===== config.mk =====
export PLATFORM = sky130hd
export DESIGN_NAME = mps_regs
export DESIGN_NICKNAME = d
export VERILOG_FILES = /design/src/include/mps_pkg.sv /design/src/hdl/mps_sync.sv /design/src/hdl/mps_regs.sv
export SDC_FILE = /design/constraint.sdc
export NUM_CORES = 1
export LEC_CHECK = 0
export ABC_AREA = 1
export BUFFER_PORTS_ARGS = -buffer_cell sky130_fd_sc_hd__buf_2
export CAP_MARGIN = 15
export CORE_UTILIZATION = 50
export CTS_CLUSTER_DIAMETER = 60
export DETAILED_ROUTE_END_ITERATION = 6
export PLACE_DENSITY = 0.82
export SETUP_SLACK_MARGIN = 0.2
export SLEW_MARGIN = 15
export SYNTH_ARGS = -nofsm -noshare
export SYNTH_HDL_FRONTEND = slang
export SYNTH_SLANG_ARGS = --single-unit

===== constraint.sdc =====
create_clock -name clk_i -period 1.7 [get_ports clk_i]
set_clock_uncertainty 0.2 [all_clocks]
set_input_delay 0.425 -clock clk_i [delete_from_list [all_inputs] [get_ports clk_i]]
set_output_delay 0.425 -clock clk_i [all_outputs]
set_load 0.01 [all_outputs]

===== src/include/mps_pkg.sv =====
// constants and types shared by the mode, power and slow-control register block
package mps_pkg;

   // ---------------------------------------------------------------
   // command targets and the read type modifier
   // ---------------------------------------------------------------
   localparam logic [15:0] MPS_MODE_ADDR = 16'h0006;
   localparam logic [15:0] MPS_PULSE_ADDR = 16'h0008;
   localparam logic [15:0] MPS_LOAD_ADDR = 16'h000A;
   localparam logic [15:0] MPS_READ_MOD = 16'h1000;

   // ---------------------------------------------------------------
   // field positions
   // ---------------------------------------------------------------
   localparam int MPS_SLEEP_BIT = 0;
   localparam int MPS_IDLE_BIT = 1;
   localparam int MPS_SYNC_BIT = 2;
   localparam int MPS_LOOP_BIT = 3;
   localparam int MPS_STATE_LSB = 4;
   localparam int MPS_SLAB_BIT = 5;
   localparam int MPS_LOAD_BIT = 0;
   localparam int MPS_CRC_BIT = 1;

   // ---------------------------------------------------------------
   // reset values
   // ---------------------------------------------------------------
   localparam logic [3:0] MPS_REQ_RST = 4'h0;
   localparam logic [5:0] MPS_PULSE_RST = 6'h00;
   localparam logic MPS_LOAD_RST = 1'b0;
   localparam logic MPS_CRC_RST = 1'b0;

   // ---------------------------------------------------------------
   // operating state codes
   // ---------------------------------------------------------------
   typedef enum logic [2:0] {
      MPS_ST_SLEEP = 3'h0,
      MPS_ST_IDLE = 3'h1,
      MPS_ST_SYNC = 3'h2,
      MPS_ST_LOOP = 3'h3
   } mps_state_t;

endpackage


===== src/hdl/mps_sync.sv =====
// two-flop synchroniser for a group of link-side inputs
`timescale 1ns/1ps
module mps_sync #(
   parameter int WIDTH = 1
) (
   // clock, reset, enable
   input wire logic clk_i,
   input wire logic reset_i,
   input wire logic ce_i,
   // asynchronous input and synchronised output
   input wire logic [WIDTH-1:0] async_i,
   output logic [WIDTH-1:0] sync_o
);
   logic [WIDTH-1:0] stage1;
   logic [WIDTH-1:0] next_stage1;
   logic [WIDTH-1:0] next_sync;

   // first stage feeds only the second stage
   always_comb begin
      next_stage1 = ce_i ? async_i : stage1;
      next_sync = ce_i ? stage1 : sync_o;
   end

   always_ff @(posedge clk_i) begin
      if (reset_i) begin
         stage1 <= '0;
         sync_o <= '0;
      end else begin
         stage1 <= next_stage1;
         sync_o <= next_sync;
      end
   end
endmodule // mps_sync


===== src/hdl/mps_regs.sv =====
// mode, supply pulse and slow-control load registers behind block and fast commands
// Summary of operation
// - read-only three-bit state code shows last accepted mode: 0 sleep,1 idle,2 sync,3 loop.
// - fast loop request sets bit 3, accepted into loop state 011, then self-clears.
// - fast sync request sets bit 2, accepted into sync state 010, then self-clears.
// - writing 0x0002 requests idle; bit self-clears and state becomes 001.
// - writing 0x0001 to mode register requests sleep; bit self-clears, state 000.
// - zero request bits never change the operating state.
// - mode register at 0x0006, supply pulse at 0x0008, load register at 0x000A.
// - acquisition start command switches whole slab power on before data taking.
// - slab bit 5 switches all five supply lines on; clearing it leaves each line to its own bit and acquisition power.
// - bit 4 drives dac line, bit 3 drives adc line.
// - bit 2 drives sample store line, bit 1 digital, bit 0 analog.
// - a cleared pulse bit switches its supply line off unless slab bit 5 or acquisition power is on.
// - crc flag bit 1 reads 1 when last transfer checked good, else 0.
// - writing 0x0001 starts a load; device clears the bit when the load completes.
// - a command with modifier 0x1000 returns the addressed register contents.
// - a started operation is not interrupted by later commands; device returns automatically. here only a load does; sync and loop stay until a new request.
`timescale 1ns/1ps
module mps_regs
   import mps_pkg::*;
(
   // clock, reset, enable
   input wire logic clk_i,
   input wire logic reset_i,
   input wire logic ce_i,
   // link side, synchronised on clk_i, words taken on a rising link clock edge
   input wire logic link_clk_i,
   input wire logic bt_valid_i,
   input wire logic [15:0] bt_command_i,
   input wire logic [15:0] bt_modifier_i,
   input wire logic fast_loop_i,
   input wire logic fast_sync_i,
   input wire logic acq_start_i,
   // slow-control load engine, same clock
   input wire logic load_done_i,
   input wire logic crc_pass_i,
   // read answer
   output logic rd_valid_o,
   output logic [15:0] rd_data_o,
   // status and supply controls
   output logic [2:0] state_code_o,
   output logic load_active_o,
   output logic crc_ok_o,
   output logic [4:0] pwr_lines_o
);

   // ---------------------------------------------------------------
   // link input synchronisation and edge detection
   // ---------------------------------------------------------------
   localparam int SYNC_W = 37;
   logic [SYNC_W-1:0] link_sync;
   logic link_clk_s, link_clk_d, next_link_clk_d;
   logic cmd_valid, fast_loop, fast_sync, acq_start;
   logic [15:0] cmd_addr, cmd_mod;
   logic take;

   mps_sync #(.WIDTH(SYNC_W)) u_sync (
      .clk_i(clk_i),
      .reset_i(reset_i),
      .ce_i(ce_i),
      .async_i({link_clk_i, bt_valid_i, bt_command_i, bt_modifier_i,
                fast_loop_i, fast_sync_i, acq_start_i}),
      .sync_o(link_sync)
   );

   // unpack synchronised link inputs
   assign {link_clk_s, cmd_valid, cmd_addr, cmd_mod, fast_loop, fast_sync, acq_start} = link_sync;
   assign take = ce_i && link_clk_s && !link_clk_d; // rising link edge

   // ---------------------------------------------------------------
   // register state
   // ---------------------------------------------------------------
   logic [3:0] mode_req, next_mode_req;
   mps_state_t state, next_state;
   logic [5:0] pulse, next_pulse;
   logic load_go, next_load_go;
   logic crc_ok, next_crc_ok;
   logic acq_power, next_acq_power;
   logic next_rd_valid;
   logic [15:0] next_rd_data;
   logic [4:0] next_pwr;
   logic wr_take, rd_take;
   logic [15:0] read_word_w;
   logic [4:0] pwr_expect;

   // register contents as seen by a read, reserved bits zero
   function automatic logic [15:0] read_word(input logic [15:0] addr);
      logic [15:0] w;
      w = 16'h0000;
      if (addr == MPS_MODE_ADDR) begin
         w[MPS_STATE_LSB +: 3] = state;
         w[3:0] = mode_req;
      end else if (addr == MPS_PULSE_ADDR) begin
         w[5:0] = pulse;
      end else if (addr == MPS_LOAD_ADDR) begin
         w[MPS_CRC_BIT] = crc_ok;
         w[MPS_LOAD_BIT] = load_go;
      end
      return w;
   endfunction

   assign wr_take = take && cmd_valid && (cmd_mod != MPS_READ_MOD);
   assign rd_take = take && cmd_valid && (cmd_mod == MPS_READ_MOD);
   // always_comb so the decode follows the register state that the function reads
   always_comb read_word_w = read_word(cmd_addr);
   assign pwr_expect = pulse[4:0] | {5{pulse[MPS_SLAB_BIT] | acq_power}};

   // next values of all register state
   always_comb begin
      next_link_clk_d = ce_i ? link_clk_s : link_clk_d;
      next_mode_req = mode_req;
      next_state = state;
      next_pulse = pulse;
      next_load_go = load_go;
      next_crc_ok = crc_ok;
      next_acq_power = acq_power;
      next_rd_valid = rd_valid_o; // frozen while the enable is low
      next_rd_data = rd_data_o;
      next_pwr = pwr_lines_o;
      if (ce_i) begin
         next_rd_valid = 1'b0; // answer stands one enabled cycle
         // accept a pending request, loop first, then self-clear
         if (mode_req[MPS_LOOP_BIT]) begin
            next_state = MPS_ST_LOOP;
         end else if (mode_req[MPS_SYNC_BIT]) begin
            next_state = MPS_ST_SYNC;
         end else if (mode_req[MPS_IDLE_BIT]) begin
            next_state = MPS_ST_IDLE;
         end else if (mode_req[MPS_SLEEP_BIT]) begin
            next_state = MPS_ST_SLEEP;
            next_acq_power = 1'b0;
         end
         next_mode_req = MPS_REQ_RST; // zero bits change nothing
         // load completion clears the start bit and latches the crc result
         if (load_done_i) begin
            next_load_go = 1'b0;
            next_crc_ok = crc_pass_i;
         end
         // new requests; a set wins over the clear above
         if (take && fast_loop) next_mode_req[MPS_LOOP_BIT] = 1'b1;
         if (take && fast_sync) next_mode_req[MPS_SYNC_BIT] = 1'b1;
         if (take && acq_start) next_acq_power = 1'b1;
         if (wr_take && cmd_addr == MPS_MODE_ADDR) begin
            if (cmd_mod[MPS_IDLE_BIT]) next_mode_req[MPS_IDLE_BIT] = 1'b1;
            if (cmd_mod[MPS_SLEEP_BIT]) next_mode_req[MPS_SLEEP_BIT] = 1'b1;
         end else if (wr_take && cmd_addr == MPS_PULSE_ADDR) begin
            next_pulse = cmd_mod[5:0]; // reserved bits dropped
         end else if (wr_take && cmd_addr == MPS_LOAD_ADDR) begin
            // a running load is not restarted
            // a load finishing in this cycle may be restarted: the set wins
            if (cmd_mod[MPS_LOAD_BIT] && (!load_go || load_done_i)) next_load_go = 1'b1;
         end
         // read answer one cycle after the command is taken
         if (rd_take) begin
            next_rd_valid = 1'b1;
            next_rd_data = read_word_w;
         end
         // supply lines: own bit, whole slab bit or acquisition power
         next_pwr = pwr_expect;
      end
   end

   // register everything
   always_ff @(posedge clk_i) begin
      if (reset_i) begin
         link_clk_d <= 1'b0;
         mode_req <= MPS_REQ_RST;
         state <= MPS_ST_SLEEP;
         pulse <= MPS_PULSE_RST;
         load_go <= MPS_LOAD_RST;
         crc_ok <= MPS_CRC_RST;
         acq_power <= 1'b0;
         rd_valid_o <= 1'b0;
         rd_data_o <= 16'h0000;
         pwr_lines_o <= 5'h00;
      end else begin
         link_clk_d <= next_link_clk_d;
         mode_req <= next_mode_req;
         state <= next_state;
         pulse <= next_pulse;
         load_go <= next_load_go;
         crc_ok <= next_crc_ok;
         acq_power <= next_acq_power;
         rd_valid_o <= next_rd_valid;
         rd_data_o <= next_rd_data;
         pwr_lines_o <= next_pwr;
      end
   end

   // status outputs straight from flops
   assign state_code_o = state;
   assign load_active_o = load_go;
   assign crc_ok_o = crc_ok;
endmodule // mps_regs


---- Word-level counts from Yosys, hierarchy flattened ----
Cells that the tools add are included.
word-level totals
  flip-flop bits (word level) ............. 104
  input bits .............................. 42
  output and inout bits ................... 27
  word-level logic and storage cells ...... 70
cells by class
  equality and inequality tests ........... 8
  muxes and demuxes ....................... 25
  bitwise logic cells ..................... 3
  reductions and logical operators ........ 22
operators with widths
  cell                  count
  $eq 16x4->1 const B   2
  $eq 16x13->1 const B  1
  $eq 16x3->1 const B   1
  $mux 1                16
  $ne 16x13->1 const B  1
  $logic_and 1x1->1     12
  $mux 3                4
  $mux 2                3
  $mux 6                1
  $ne 2x1->1 const B    3
  $reduce_and 2->1      3
  $or 5x5->5            1
  $reduce_and 5->1      1
  $mux 4                1
  $reduce_bool 4->1     1
  $reduce_and 3->1      1
  $logic_not 1->1       2
  $reduce_bool 2->1     1
  $logic_or 1x1->1      1
  $not 1->1             1
  $or 1x1->1            1

---- Logic depth before layout (Yosys ltp) ----
Gate-level depths: netlist of run 1.
  word-level depth ........................ 8
  depth in mapped cells ................... 10
  gate-level depth less buffers ........... 10

---- Cells and area by module ----
From an unflattened synthesis of run 1, not the netlist that was laid out.
second synthesis, totals
  cells, all modules ...................... 692
  area total of the unflattened synthesis .. 4444.3 um^2
modules (own cells, without submodules)
  module    times used  cells an instance  area an instance (um^2)  sequential area each (um^2)
  mps_sync  1           469                2997.9                   1481.4
  mps_regs  1           223                1446.4                   560.5

---- Least setup slack after synthesis of run 1 ----
Ideal clock, no wire load.
  path type ............................... input-to-reg
  from .................................... input ce_i
  to ...................................... register pulse[4]
  setup time .............................. 0.117 ns
  data arrival time ....................... 1.336 ns
  data required time ...................... 1.383 ns
  setup slack ............................. 0.046 ns
  stages .................................. 9
  buffers on the path ..................... 1
  path through ............................ buf_4 nand2_2 or2_4 nor2_8 nand2_4 nor2_8 inv_4 o21ai_1 a21oi_1
on the way
  longest elaborated chain between the ends .. 7
  elaborated cells on any way between the ends .. 8
  those cells by class .................... bitwise (1); reduce/logical (7)
RTL lines
  what                             line             source
  start: declaration               mps_regs.sv:26   input wire logic ce_i,
  $logic_and 1x1->1 (2 in series)  mps_regs.sv:69   assign take = ce_i && link_clk_s && !link_clk_d;
  $logic_and 1x1->1 (2 in series)  mps_regs.sv:103  assign wr_take = take && cmd_valid && (cmd_mod != MPS_READ_MOD);
  $logic_and 1x1->1                mps_regs.sv:144  if (wr_take && cmd_addr == MPS_MODE_ADDR) begin
  $not 1->1 (no line)              --
  $reduce_and 3->1 (no line) (*)   --
  end signal: assignment           mps_regs.sv:181  pulse <= next_pulse;
  end: declaration                 mps_regs.sv:76   logic [5:0] pulse, next_pulse;
Every way passes the cells marked *; elsewhere a longest branch is shown, timed or not.
A chain may end at the register's enable or synchronous reset.

---- Final worst setup path of run 1 ----
  from .................................... register u_sync.sync_o[21]
  to ...................................... register pulse[4]
on the way
  longest elaborated chain between the ends .. 4
  elaborated cells on any way between the ends .. 6
  those cells by class .................... eq/ne (2); bitwise (1); reduce/logical (3)
RTL lines
  what                            line             source
  start: declaration              mps_sync.sv:12   output logic [WIDTH-1:0] sync_o
  start signal: assignment        mps_sync.sv:30   sync_o <= next_sync;
  $eq 16x3->1                     mps_regs.sv:144
  $logic_and 1x1->1               mps_regs.sv:144
  $not 1->1 (no line)             --
  $reduce_and 3->1 (no line) (*)  --
Marks and branches as above.

==> metrics.md, run 1 <==
| Metric | Value |
|---|---|
| GPL Wtd Cong | 0.897 |
| Total Wirelength | 8430 um |
| CP startpoint kind | flip-flop |
| Area growth, synth to finish | 19.4% |
| R2R setup slack | 0.12 ns |
| MaxCap Viol Count | 0 |
| WHS Path Cells | 3 |
| Finished Core Util | 0.616 |
| Std cell rows | 32 |
| DR WL/cell | 12.1 um |
| Vias in the first global route | 3,173 |
| Register area share after synthesis | 0.512 |
| Remaining antenna violation count after routing | 0 |
| Hold Path Class | in2reg |
| CTS root buffer | clkbuf_8 |
| Setup Viol. Count Final | 0 |
| Most frequent cells in the layout | 136 x nor2_1, 94 x dfxtp_1, 84 x o21ai_0 |
| Largest net degree at the start of global routing | 88 |
| Total CTS buffers | 9 |
| Synth cell types | 31 |
| Initial core utilization | 0.516 |
| Hold Crit Start | bt_modifier_i[10] |
| Via-per-instance ratio | 5.02 |
| Diodes inserted | 0 |
| CTS tree | done |
| First-pass GRT wire length | 14,000 um |
| Std-Cell Core Area | 7730 um^2 |
| F_max | 633 MHz |
| Leakage power | 2.08 nW |
| Reg2reg path depth | 8 |
| Setup TNS | 0 ns |
| Clock-pin slew on the worst setup and hold paths | 0.10 ns |
| Die area | 8330 um^2 |
| PwrDens | 944 nW/um^2 |
| Antenna violations before repair | 0 |
| H-tree levels | 3 |
| Sink of the worst hold path | u_sync.stage1[13] |
| Drt pass-1 iters | 4 |
| Skew-Pair Late Insertion Delay | 0.36 ns |
| Min Hold Slack | 0.0769 ns |
| Layout Nets | 630 |
| Avg Synthesized Cell Area | 7.56 um^2 |
| WP data arrival | 1.64 ns |
| Cells after Synth | 527 |
| Hold Buf Count CTS | 0 |
| Sink Count | 102 |
| Peak supply drop | 0.000465 V |
| Final instance area | 4760 um^2 |
| Vias | 3,489 |
| CP max FO | 10 |
| GRT Total Usage | 0.209 |
| Number of I/O port buffers | 57 |
| Reg2reg start | u_sync.sync_o[21] |
| Fin. Hold Viols | 0 |
| Area of the mapped netlist | 3990 um^2 |
| Die X | 91.3 um |
| Most common cell after layout, fill and taps aside | nor2_1 |
| Post-synth EDFFs | 0 |
| # IOs | 69 |
| Most used DFF post-synth | dfxtp_1 |
| Post-DP HPWL | 5540 um |
| Total grt overflow | 0 |
| Final Critical Period | 1.58 ns |
| Area post-placement | 4370 um^2 |
| Total power | 4.49 mW |
| Maximum clock path buffer count | 2 |
| #FFs+latches synth | 102 |
| Filler cells | 709 |
| RSZ-0062 raised after global routing | true |
| Worst path required time | 1.76 ns |
| Die height | 91.3 um |
| Setup crit end kind | flip-flop |
| Layout cell share with drive strength beyond 1 | 0.258 |
| 1st-iter DRT viols | 154 |
| DRC | 0 |
| Outcome | finished, final reports clean |
| Fin crit share | 0.929 |
| Worst R2R End | pulse[4] |
| Final Max Slew Viols | 0 |
| Yosys warnings | 0 |
| Worst Path Class, Setup | reg2reg |
| Asr flop ratio synth | 0 |
[kinds of logic (layout without fill, tap and decap cells)]
group	Yosys count	after routing	synth area share
AOI/OAI and AO/OA	135	135	0.173
DFF	102	102	0.512
and+or+nand+nor	211	211	0.225
other	1	11	0.000941
buffers and inverters	78	134	0.0889
[stage by stage]
| step | setup slack [ns] | instances |
|---|---|---|
| 2_1_floorplan | 0.0812 | 537 |
| 3_3_place_gp | 0.00389 | 668 |
| 3_5_place_dp | -0.0371 | 668 |
| 4_1_cts | 0.173 | 688 |
| 5_1_grt | 0.0221 | 695 |
| 6_report | 0.121 | 695 |
[critical path, stage by stage (launching register included)]
cell and delay (ns):
dfxtp_1 0.32, inv_1 0.10, nand3_1 0.18, nor2_4 0.20
nand2_4 0.10, nor2_8 0.16, inv_8 0.06, o21ai_1 0.11
a21oi_1 0.05
[registers in the layout, summed over array words and instances (netlist names)]
| register | flops |
|---|---|
| u_sync.stage1 | 37 |
| u_sync.sync_o | 37 |
| pulse | 6 |
| rd_data_o | 6 |
| pwr_lines_o | 5 |
| mode_req | 4 |
| state_code_o | 2 |
| acq_power | 1 |
| crc_ok_o | 1 |
| link_clk_d | 1 |
| load_active_o | 1 |
| rd_valid_o | 1 |
[worst max-delay path by stage]
stage                                 start           end  slack, ns  depth (start not counted)
final                     u_sync.sync_o[21]      pulse[4]       0.12                          8
after global routing      u_sync.sync_o[23]      pulse[5]       0.02                         10
after CTS                 u_sync.sync_o[26]      pulse[4]       0.17                         10
after detailed placement               ce_i  rd_data_o[2]      -0.04                          9
after global placement                 ce_i  rd_data_o[2]      0.004                          9
after floorplan                        ce_i      pulse[4]       0.08                          9
[synthesized netlist by cell type (all sizes together), types with 2 or more instances]
master / count / share of area
dfxtp: 102 / 0.51
nand3: 13 / 0.019
inv: 36 / 0.035
clkbuf: 21 / 0.020
nor3: 2 / 0.0025
nand4: 3 / 0.0047
a21oi: 40 / 0.051
buf: 20 / 0.032
nor2: 147 / 0.15
o21ai: 91 / 0.12
or2: 2 / 0.0038
a31oi: 3 / 0.0047
nand2: 44 / 0.045
[metal layers]
| layer | vias to the layer above | wire [um] | track usage | share of wire |
|---|---|---|---|---|
| met3 | 15 | 469 | 0.0335 | 0.056 |
| met2 | 105 | 3890 | 0.337 | 0.46 |
| met4 | 0 | 200 | 0.0992 | 0.024 |
| met5 | - | 0 | 0 | 0 |
| li1 | 1790 | - | - | - |
| met1 | 1579 | 3870 | 0.273 | 0.46 |
[area by class of cell]
cell class	count	area, um^2	area share
Sequential cell	102	2050	0.431
Multi-Input combinational cell	357	1730	0.363
Timing Repair Buffer	81	510	0.107
Clock buffer	12	155	0.0326
Inverter	37	154	0.0324
Tap cell	102	128	0.0268
Clock inverter	4	31.3	0.00658
[report_power, final]
| part | internal, mW | switching (mW) |
|---|---|---|
| Clock | 0.616 | 0.801 |
| Sequential | 2.52 | 0.0620 |
| Combinational | 0.198 | 0.299 |
| Total | 3.33 | 1.16 |
[what timing repair did]
item,CTS,global route
endpoints found under the hold margin,0,0
endpoints found under the setup margin,19,19
gates resized for setup,20,29
pin swaps,8,12
setup buffers,4,7
Note: power is estimated with default switching activity, not from simulation.
==> run 2: changes to the inputs <==
--- a/config.mk
+++ b/config.mk
@@ -12,6 +12,7 @@
 export CTS_CLUSTER_DIAMETER = 60
 export DETAILED_ROUTE_END_ITERATION = 6
 export PLACE_DENSITY = 0.82
+export RECOVER_POWER = 100
 export SETUP_SLACK_MARGIN = 0.2
 export SLEW_MARGIN = 15
 export SYNTH_ARGS = -nofsm -noshare
==> run 2 against run 1 <==
Effect of this change: final cell count is the same; total power fell by 0.23%; critical path type is now in2reg; largest cell class unchanged; core utilization is 0.68 points lower; first-iteration DRC count increased by 7.1%.
==> metrics.md, run 2 (synthesis gave the netlist of run 1 again) <==
| Metric | Value |
|---|---|
| CTS tree | done |
| CTS root buffer | clkbuf_8 |
| Layout Nets | 630 (unchanged) |
| Remaining antenna violation count after routing | 0 (unchanged) |
| Finished Core Util | 0.609 (-0.00680) |
| 1st-iter DRT viols | 165 (+7.1%) |
| WP data arrival | 1.71 ns (+0.07 ns) |
| Setup crit end kind | flip-flop |
| Critical-path top delay cell | clkbuf_4 |
| Worst Path Class, Setup | in2reg |
| Worst Tran Pin Value | 0.729 ns |
| Final Max Slew Viols | 0 (unchanged) |
| Total Wirelength | 8490 um (+0.64%) |
| Total CTS buffers | 9 (unchanged) |
| Hold Path Class | in2reg |
| CP max FO | 87 (+77) |
| Sink Count | 102 (unchanged) |
| Most frequent cells in the layout | 137 x nor2_1, 99 x dfxtp_1, 84 x o21ai_0 |
| GPL Wtd Cong | 0.897 (unchanged) |
| Clock network power share | 0.317 (+0.002) |
| Initial core utilization | 0.516 (unchanged) |
| Sequential power share | 0.575 (about the same) |
| Die area | 8330 um^2 (unchanged) |
| Outcome | finished, final reports clean |
| Peak supply drop | 0.000465 V (about the same) |
| Drt pass-1 iters | 4 (unchanged) |
| Largest net degree at the start of global routing | 88 (unchanged) |
| Leakage power | 2.02 nW (-3.1%) |
| Sw Ratio | 0.259 (+0.000882) |
| Via-per-instance ratio | 5.04 (+0.37%) |
| Vias in the first global route | 3,173 (unchanged) |
| Fin. Hold Viols | 0 (unchanged) |
| Setup TNS | 0 ns (unchanged) |
| Fin crit share | 0.955 (+0.0259) |
| Final Critical Period | 1.62 ns (+0.0440 ns) |
| Int Pwr | 3.32 mW (-0.35%) |
| Most common cell after layout, fill and taps aside | nor2_1 |
| Post-DP HPWL | 5540 um (unchanged) |
| Number of I/O port buffers | 57 (unchanged) |
| P_sw | 1.16 mW (+0.11%) |
| DR WL/cell | 12.2 um (+0.64%) |
| Area growth, synth to finish | 18.1% |
| Post-route setup slack | 0.0766 ns (-0.0440 ns) |
| Pre-CTS setup slack | -0.0371 ns (unchanged) |
| F_max | 616 MHz (-2.7%) |
| Skew-Pair Late Insertion Delay | 0.36 ns (about the same) |
| RSZ-0062 raised after global routing | true |
| Die height | 91.3 um (unchanged) |
| Diodes inserted | 0 (unchanged) |
| PwrDens | 953 nW/um^2 (+0.88%) |
| # IOs | 69 (unchanged) |
| DRC | 0 (unchanged) |
| Clock-pin slew on the worst setup and hold paths | 0.10 ns (about the same) |
| MaxCap Viol Count | 0 (unchanged) |
| Antenna violations before repair | 0 (unchanged) |
| Worst slew margin | 0.514 |
| GRT Total Usage | 0.209 (unchanged) |
| Largest registers | u_sync.stage1: 37 flops, u_sync.sync_o: 37 flops |
| Total power | 4.48 mW (-0.23%) |
| Crit path cell chain | buf_2 > inv_1 > clkbuf_4 > o21ai_0 > a21oi_1 |
| Vias | 3,502 (+0.37%) |
| Layout cell share with drive strength beyond 1 | 0.219 (-0.0388) |
| Worst path required time | 1.79 ns (+0.03 ns) |
| Setup Viol. Count Final | 0 (unchanged) |
| First-pass GRT wire length | 14,000 um (unchanged) |
| CP startpoint kind | primary input |
| Maximum clock path buffer count | 2 (unchanged) |
| Std cell rows | 32 (unchanged) |
| Std-Cell Core Area | 7730 um^2 (unchanged) |
| Logic pwr share | 0.108 (-0.003) |
| Total grt overflow | 0 (unchanged) |
| H-tree levels | 3 (unchanged) |
| Die X | 91.3 um (unchanged) |
| CP peak stage delay | 0.60 ns (+0.28 ns) |
==> run 2: final cells by class <==
type                       count  area, um^2
fill                         723        3020
sequential                   102        2050
multi-input combinational    357        1720
timing repair buffer          81         469
clock buffer                  12         155
inverter                      37         154
tap                          102         128
clock inverter                 4        31.3
==> run 2: final timing paths <==
| path | start | endpoint | slack (ns) | depth (start not counted) |
|---|---|---|---|---|
| setup reg to reg | u_sync.sync_o[21] | pulse[4] | 0.11 | 8 |
| hold reg to reg | u_sync.sync_o[33] | u_sync.sync_o[33] | 0.26 | 2 |
| hold / removal | bt_modifier_i[2] | u_sync.stage1[5] | 0.07 | 3 |
| setup / recovery | reset_i | u_sync.sync_o[3] | 0.08 | 5 |
==> run 2: per-stage QoR <==
step                      area [um^2]  cells  hold WS [ns]
after floorplan                  4040    537         0.234
after global placement           4370    668         0.241
after detailed placement         4370    668         0.245
after CTS                        4630    688        0.0650
after global routing             4700    695        0.0667
final                            4700    695        0.0747
==> run 2: power by group through the flow <==
stage	logic (mW)	registers [mW]	clock network, mW
2_1_floorplan	0.316	2.62	0
3_3_place_gp	0.423	2.62	0
3_5_place_dp	0.435	2.63	0
4_1_cts	0.468	2.58	1.45
5_1_grt	0.551	2.59	1.55
6_report	0.484	2.58	1.42
==> run 2: what timing repair did <==
item | 4_1_cts | 5_1_grt
endpoints found under the setup margin | 19 | 19
hold buffers | 0 | 0
pin swaps | 8 | 12
resized for setup | 20 | 29
setup buffers | 4 | 7
endpoints found under the hold margin | 0 | 0
==> run 2: layer usage <==
metal / wire [um] / vias up / part of all wire / track usage
li1: - / 1792 / - / -
met1: 3890 / 1575 / 0.46 / 0.273
met2: 3880 / 116 / 0.46 / 0.337
met3: 488 / 19 / 0.057 / 0.0335
met4: 225 / 0 / 0.027 / 0.0992
met5: 0 / - / 0 / 0
==> run 2: critical path: cells and delay by family <==
kind / cells / cell delay [ns]
AO/OA/AOI/OAI: 2 / 0.51
buffers and inverters: 3 / 0.75
==> run 3: changes to the inputs <==
==> constraint.sdc (replaced) <==
create_clock -name clk_i -period 1.7 [get_ports clk_i]
set_clock_uncertainty 0.2 [all_clocks]
set_input_delay 0.255 -clock clk_i [delete_from_list [all_inputs] [get_ports clk_i]]
set_output_delay 0.255 -clock clk_i [all_outputs]
set_load 0.01 [all_outputs]
==> run 3 against run 2 <==
Effect of this change: critical path depth rose by 5; first-iteration DRC count up 39%; design area grew 8.5%; worst setup slack improved by 0.0012 ns; core utilization increased by 5.2 points; global-route usage rose by 2.6 points; non-clock buffer count up 36; clock power increased by 4%; hold slack worse by 0.023 ns; via count increased by 6.4%; register-to-register slack worse by 0.03 ns; critical path type is now reg2reg; highest routed layer unchanged.
==> metrics.md, run 3 (synthesis gave the netlist of run 1 again) <==
| Metric | Value |
|---|---|
| Hold Path Class | in2reg |
| Most common cell after layout, fill and taps aside | nor2_1 |
| RSZ-0062 raised after global routing | true |
| Filler cells | 635 (-12%) |
| CP max FO | 5 (-94%) |
| DR WL/cell | 13.3 um (+9.0%) |
| Worst Tran Pin Value | 0.563 ns (-0.166 ns) |
| Final Max Slew Viols | 0 (unchanged) |
| CTS tree | done |
| Final Critical Period | 1.62 ns (-0.00121 ns) |
| Die X | 91.3 um (unchanged) |
| First-pass GRT wire length | 15,500 um (+11%) |
| Hold Crit Start | reset_i |
| H-tree levels | 3 (unchanged) |
| Total power | 4.64 mW (+3.5%) |
| DRC | 0 (unchanged) |
| Total grt overflow | 0 (unchanged) |
| CP peak stage delay | 0.33 ns (-0.27 ns) |
| Total Wirelength | 9740 um (+15%) |
| Peak supply drop | 0.000585 V (+26%) |
| MaxCap Viol Count | 0 (unchanged) |
| Layout Nets | 667 (+5.9%) |
| Fin crit share | 0.954 (about the same) |
| Sink Count | 102 (unchanged) |
| FF+latch area | 2050 um^2 (about the same) |
| Outcome | finished, final reports clean |
| Vias | 3,727 (+6.4%) |
| Number of I/O port buffers | 57 (unchanged) |
| GPL Wtd Cong | 0.913 (+1.8%) |
| CTS root buffer | clkbuf_8 |
| Post-DP HPWL | 5460 um (-1.4%) |
| Area post-placement | 4330 um^2 (-0.86%) |
| Diodes inserted | 0 (unchanged) |
| Remaining antenna violation count after routing | 0 (unchanged) |
| GRT Total Usage | 0.235 (+0.0261) |
| Maximum clock path buffer count | 2 (unchanged) |
| CP dominant cell by count | inv_2 |
| Setup Viol. Count Final | 0 (unchanged) |
| Clock-pin slew on the worst setup and hold paths | 0.11 ns (about the same) |
| Drt pass-1 iters | 4 (unchanged) |
| Worst path required time | 1.78 ns (about the same) |
| Std-Cell Core Area | 7730 um^2 (unchanged) |
| Leakage power | 2.13 nW (+5.5%) |
| Die height | 91.3 um (unchanged) |
| Layout Cells excl Fill | 732 (+5.3%) |
| Reg2reg start | u_sync.sync_o[24] |
| Layout cell share with drive strength beyond 1 | 0.206 (-0.0129) |
| Die area | 8330 um^2 (unchanged) |
| Final instance area | 5100 um^2 (+8.5%) |
| Setup TNS | 0 ns (unchanged) |
| CP startpoint | u_sync.sync_o[24] |
| Via-per-instance ratio | 5.09 (+1.0%) |
| Crit path cell chain | inv_2 > nand2_2 > nor2_4 > inv_2 > nor2_4 > nand2_4 > nor2_8 > inv_2 > nor2_1 > nor2_1 |
| Skew-Pair Late Insertion Delay | 0.38 ns (+0.02 ns) |
| Initial core utilization | 0.516 (unchanged) |
| Worst Path Class, Setup | reg2reg |
| Fin. Hold Viols | 0 (unchanged) |
| # IOs | 69 (unchanged) |
| Min Hold Slack | 0.0518 ns (-0.0228 ns) |
| 1st-iter DRT viols | 229 (+39%) |
| F_max | 616 MHz (about the same) |
| Critical-path top delay cell | dfxtp_1 |
| Setup crit end kind | flip-flop |
| Antenna violations before repair | 0 (unchanged) |
| Largest net degree at the start of global routing | 88 (unchanged) |
| Std cell rows | 32 (unchanged) |
| Vias in the first global route | 3,447 (+8.6%) |
| Worst slew margin | 0.624 (+0.111) |
| Most frequent cells in the layout | 135 x nor2_1, 98 x dfxtp_1, 82 x o21ai_0 |
| Area growth, synth to finish | 28.1% |
| Total CTS buffers | 9 (unchanged) |
| Multi-input gate area | 1740 um^2 (+1.1%) |
| WP data arrival | 1.70 ns (about the same) |
| PwrDens | 909 nW/um^2 (-4.6%) |
| CP startpoint kind | flip-flop |
| Largest registers | u_sync.stage1: 37 flops, u_sync.sync_o: 37 flops |
| DP Cell Count | 662 (-0.90%) |
-- run 3: cell count changes in the layout (fill, tap and decap cells not counted), moves of 4 or more --
cell and change:
clkbuf_1 +4, buf_2 -5, nor2_4 +4, dlygate4sd3_1 +40, inv_6 +4, buf_4 -6
-- run 3: stage by stage --
stage / util / setup WS (ns)
finish: 0.660 / 0.0778
global route: 0.660 / -0.0252
CTS: 0.650 / 0.145
detailed placement: 0.560 / 0.0595
global placement: 0.560 / 0.118
floorplan: - / 0.216
-- run 3: area by class of cell --
cell class                 count  area share
clock inverter                 6     0.00981
clock buffer                  10      0.0270
sequential                   102       0.401
tap                          102      0.0250
timing repair buffer         117       0.166
timing repair inverter         1    0.000735
multi-input combinational    357       0.341
inverter                      37      0.0297
-- run 3: where the power goes --
group          leakage (nW)  total [mW]  switching, mW  internal (mW)
logic                  1.19       0.572          0.327          0.245
registers             0.842        2.58         0.0657           2.52
clock network        0.0956        1.48          0.886          0.596
total                  2.13        4.64           1.28           3.36
-- run 3: per-layer routing --
metal	vias to the layer above	part of all wire	GRT usage
li1	1857	-	-
met1	1709	0.42	0.289
met2	133	0.49	0.403
met3	28	0.054	0.0444
met4	0	0.034	0.0952
met5	-	0	0
-- run 3: path summary, 6_finish.rpt --
check / to / slack (ns) / cells after the start
worst max-delay path: pulse[1] / 0.08 / 10
worst min-delay path: rd_data_o[1] / 0.05 / 2
worst max register to register: pulse[1] / 0.08 / 10
worst min register to register: u_sync.sync_o[27] / 0.26 / 2
-- run 3: critical path: cells and delay by family, from the launching register on --
kind | cells | cell delay (ns)
DFF | 1 | 0.33
and+or+nand+nor | 7 | 0.77
buffers and inverters | 3 | 0.22
-- run 3: repair_timing --
item | CTS | global route
hold buffers | 40 | 0
endpoints found under the hold margin | 40 | 0
pin swaps | 5 | 16
cloned | 1 | 0
setup endpoints to repair | 15 | 17
resized for setup | 21 | 37
buffers inserted | 5 | 8
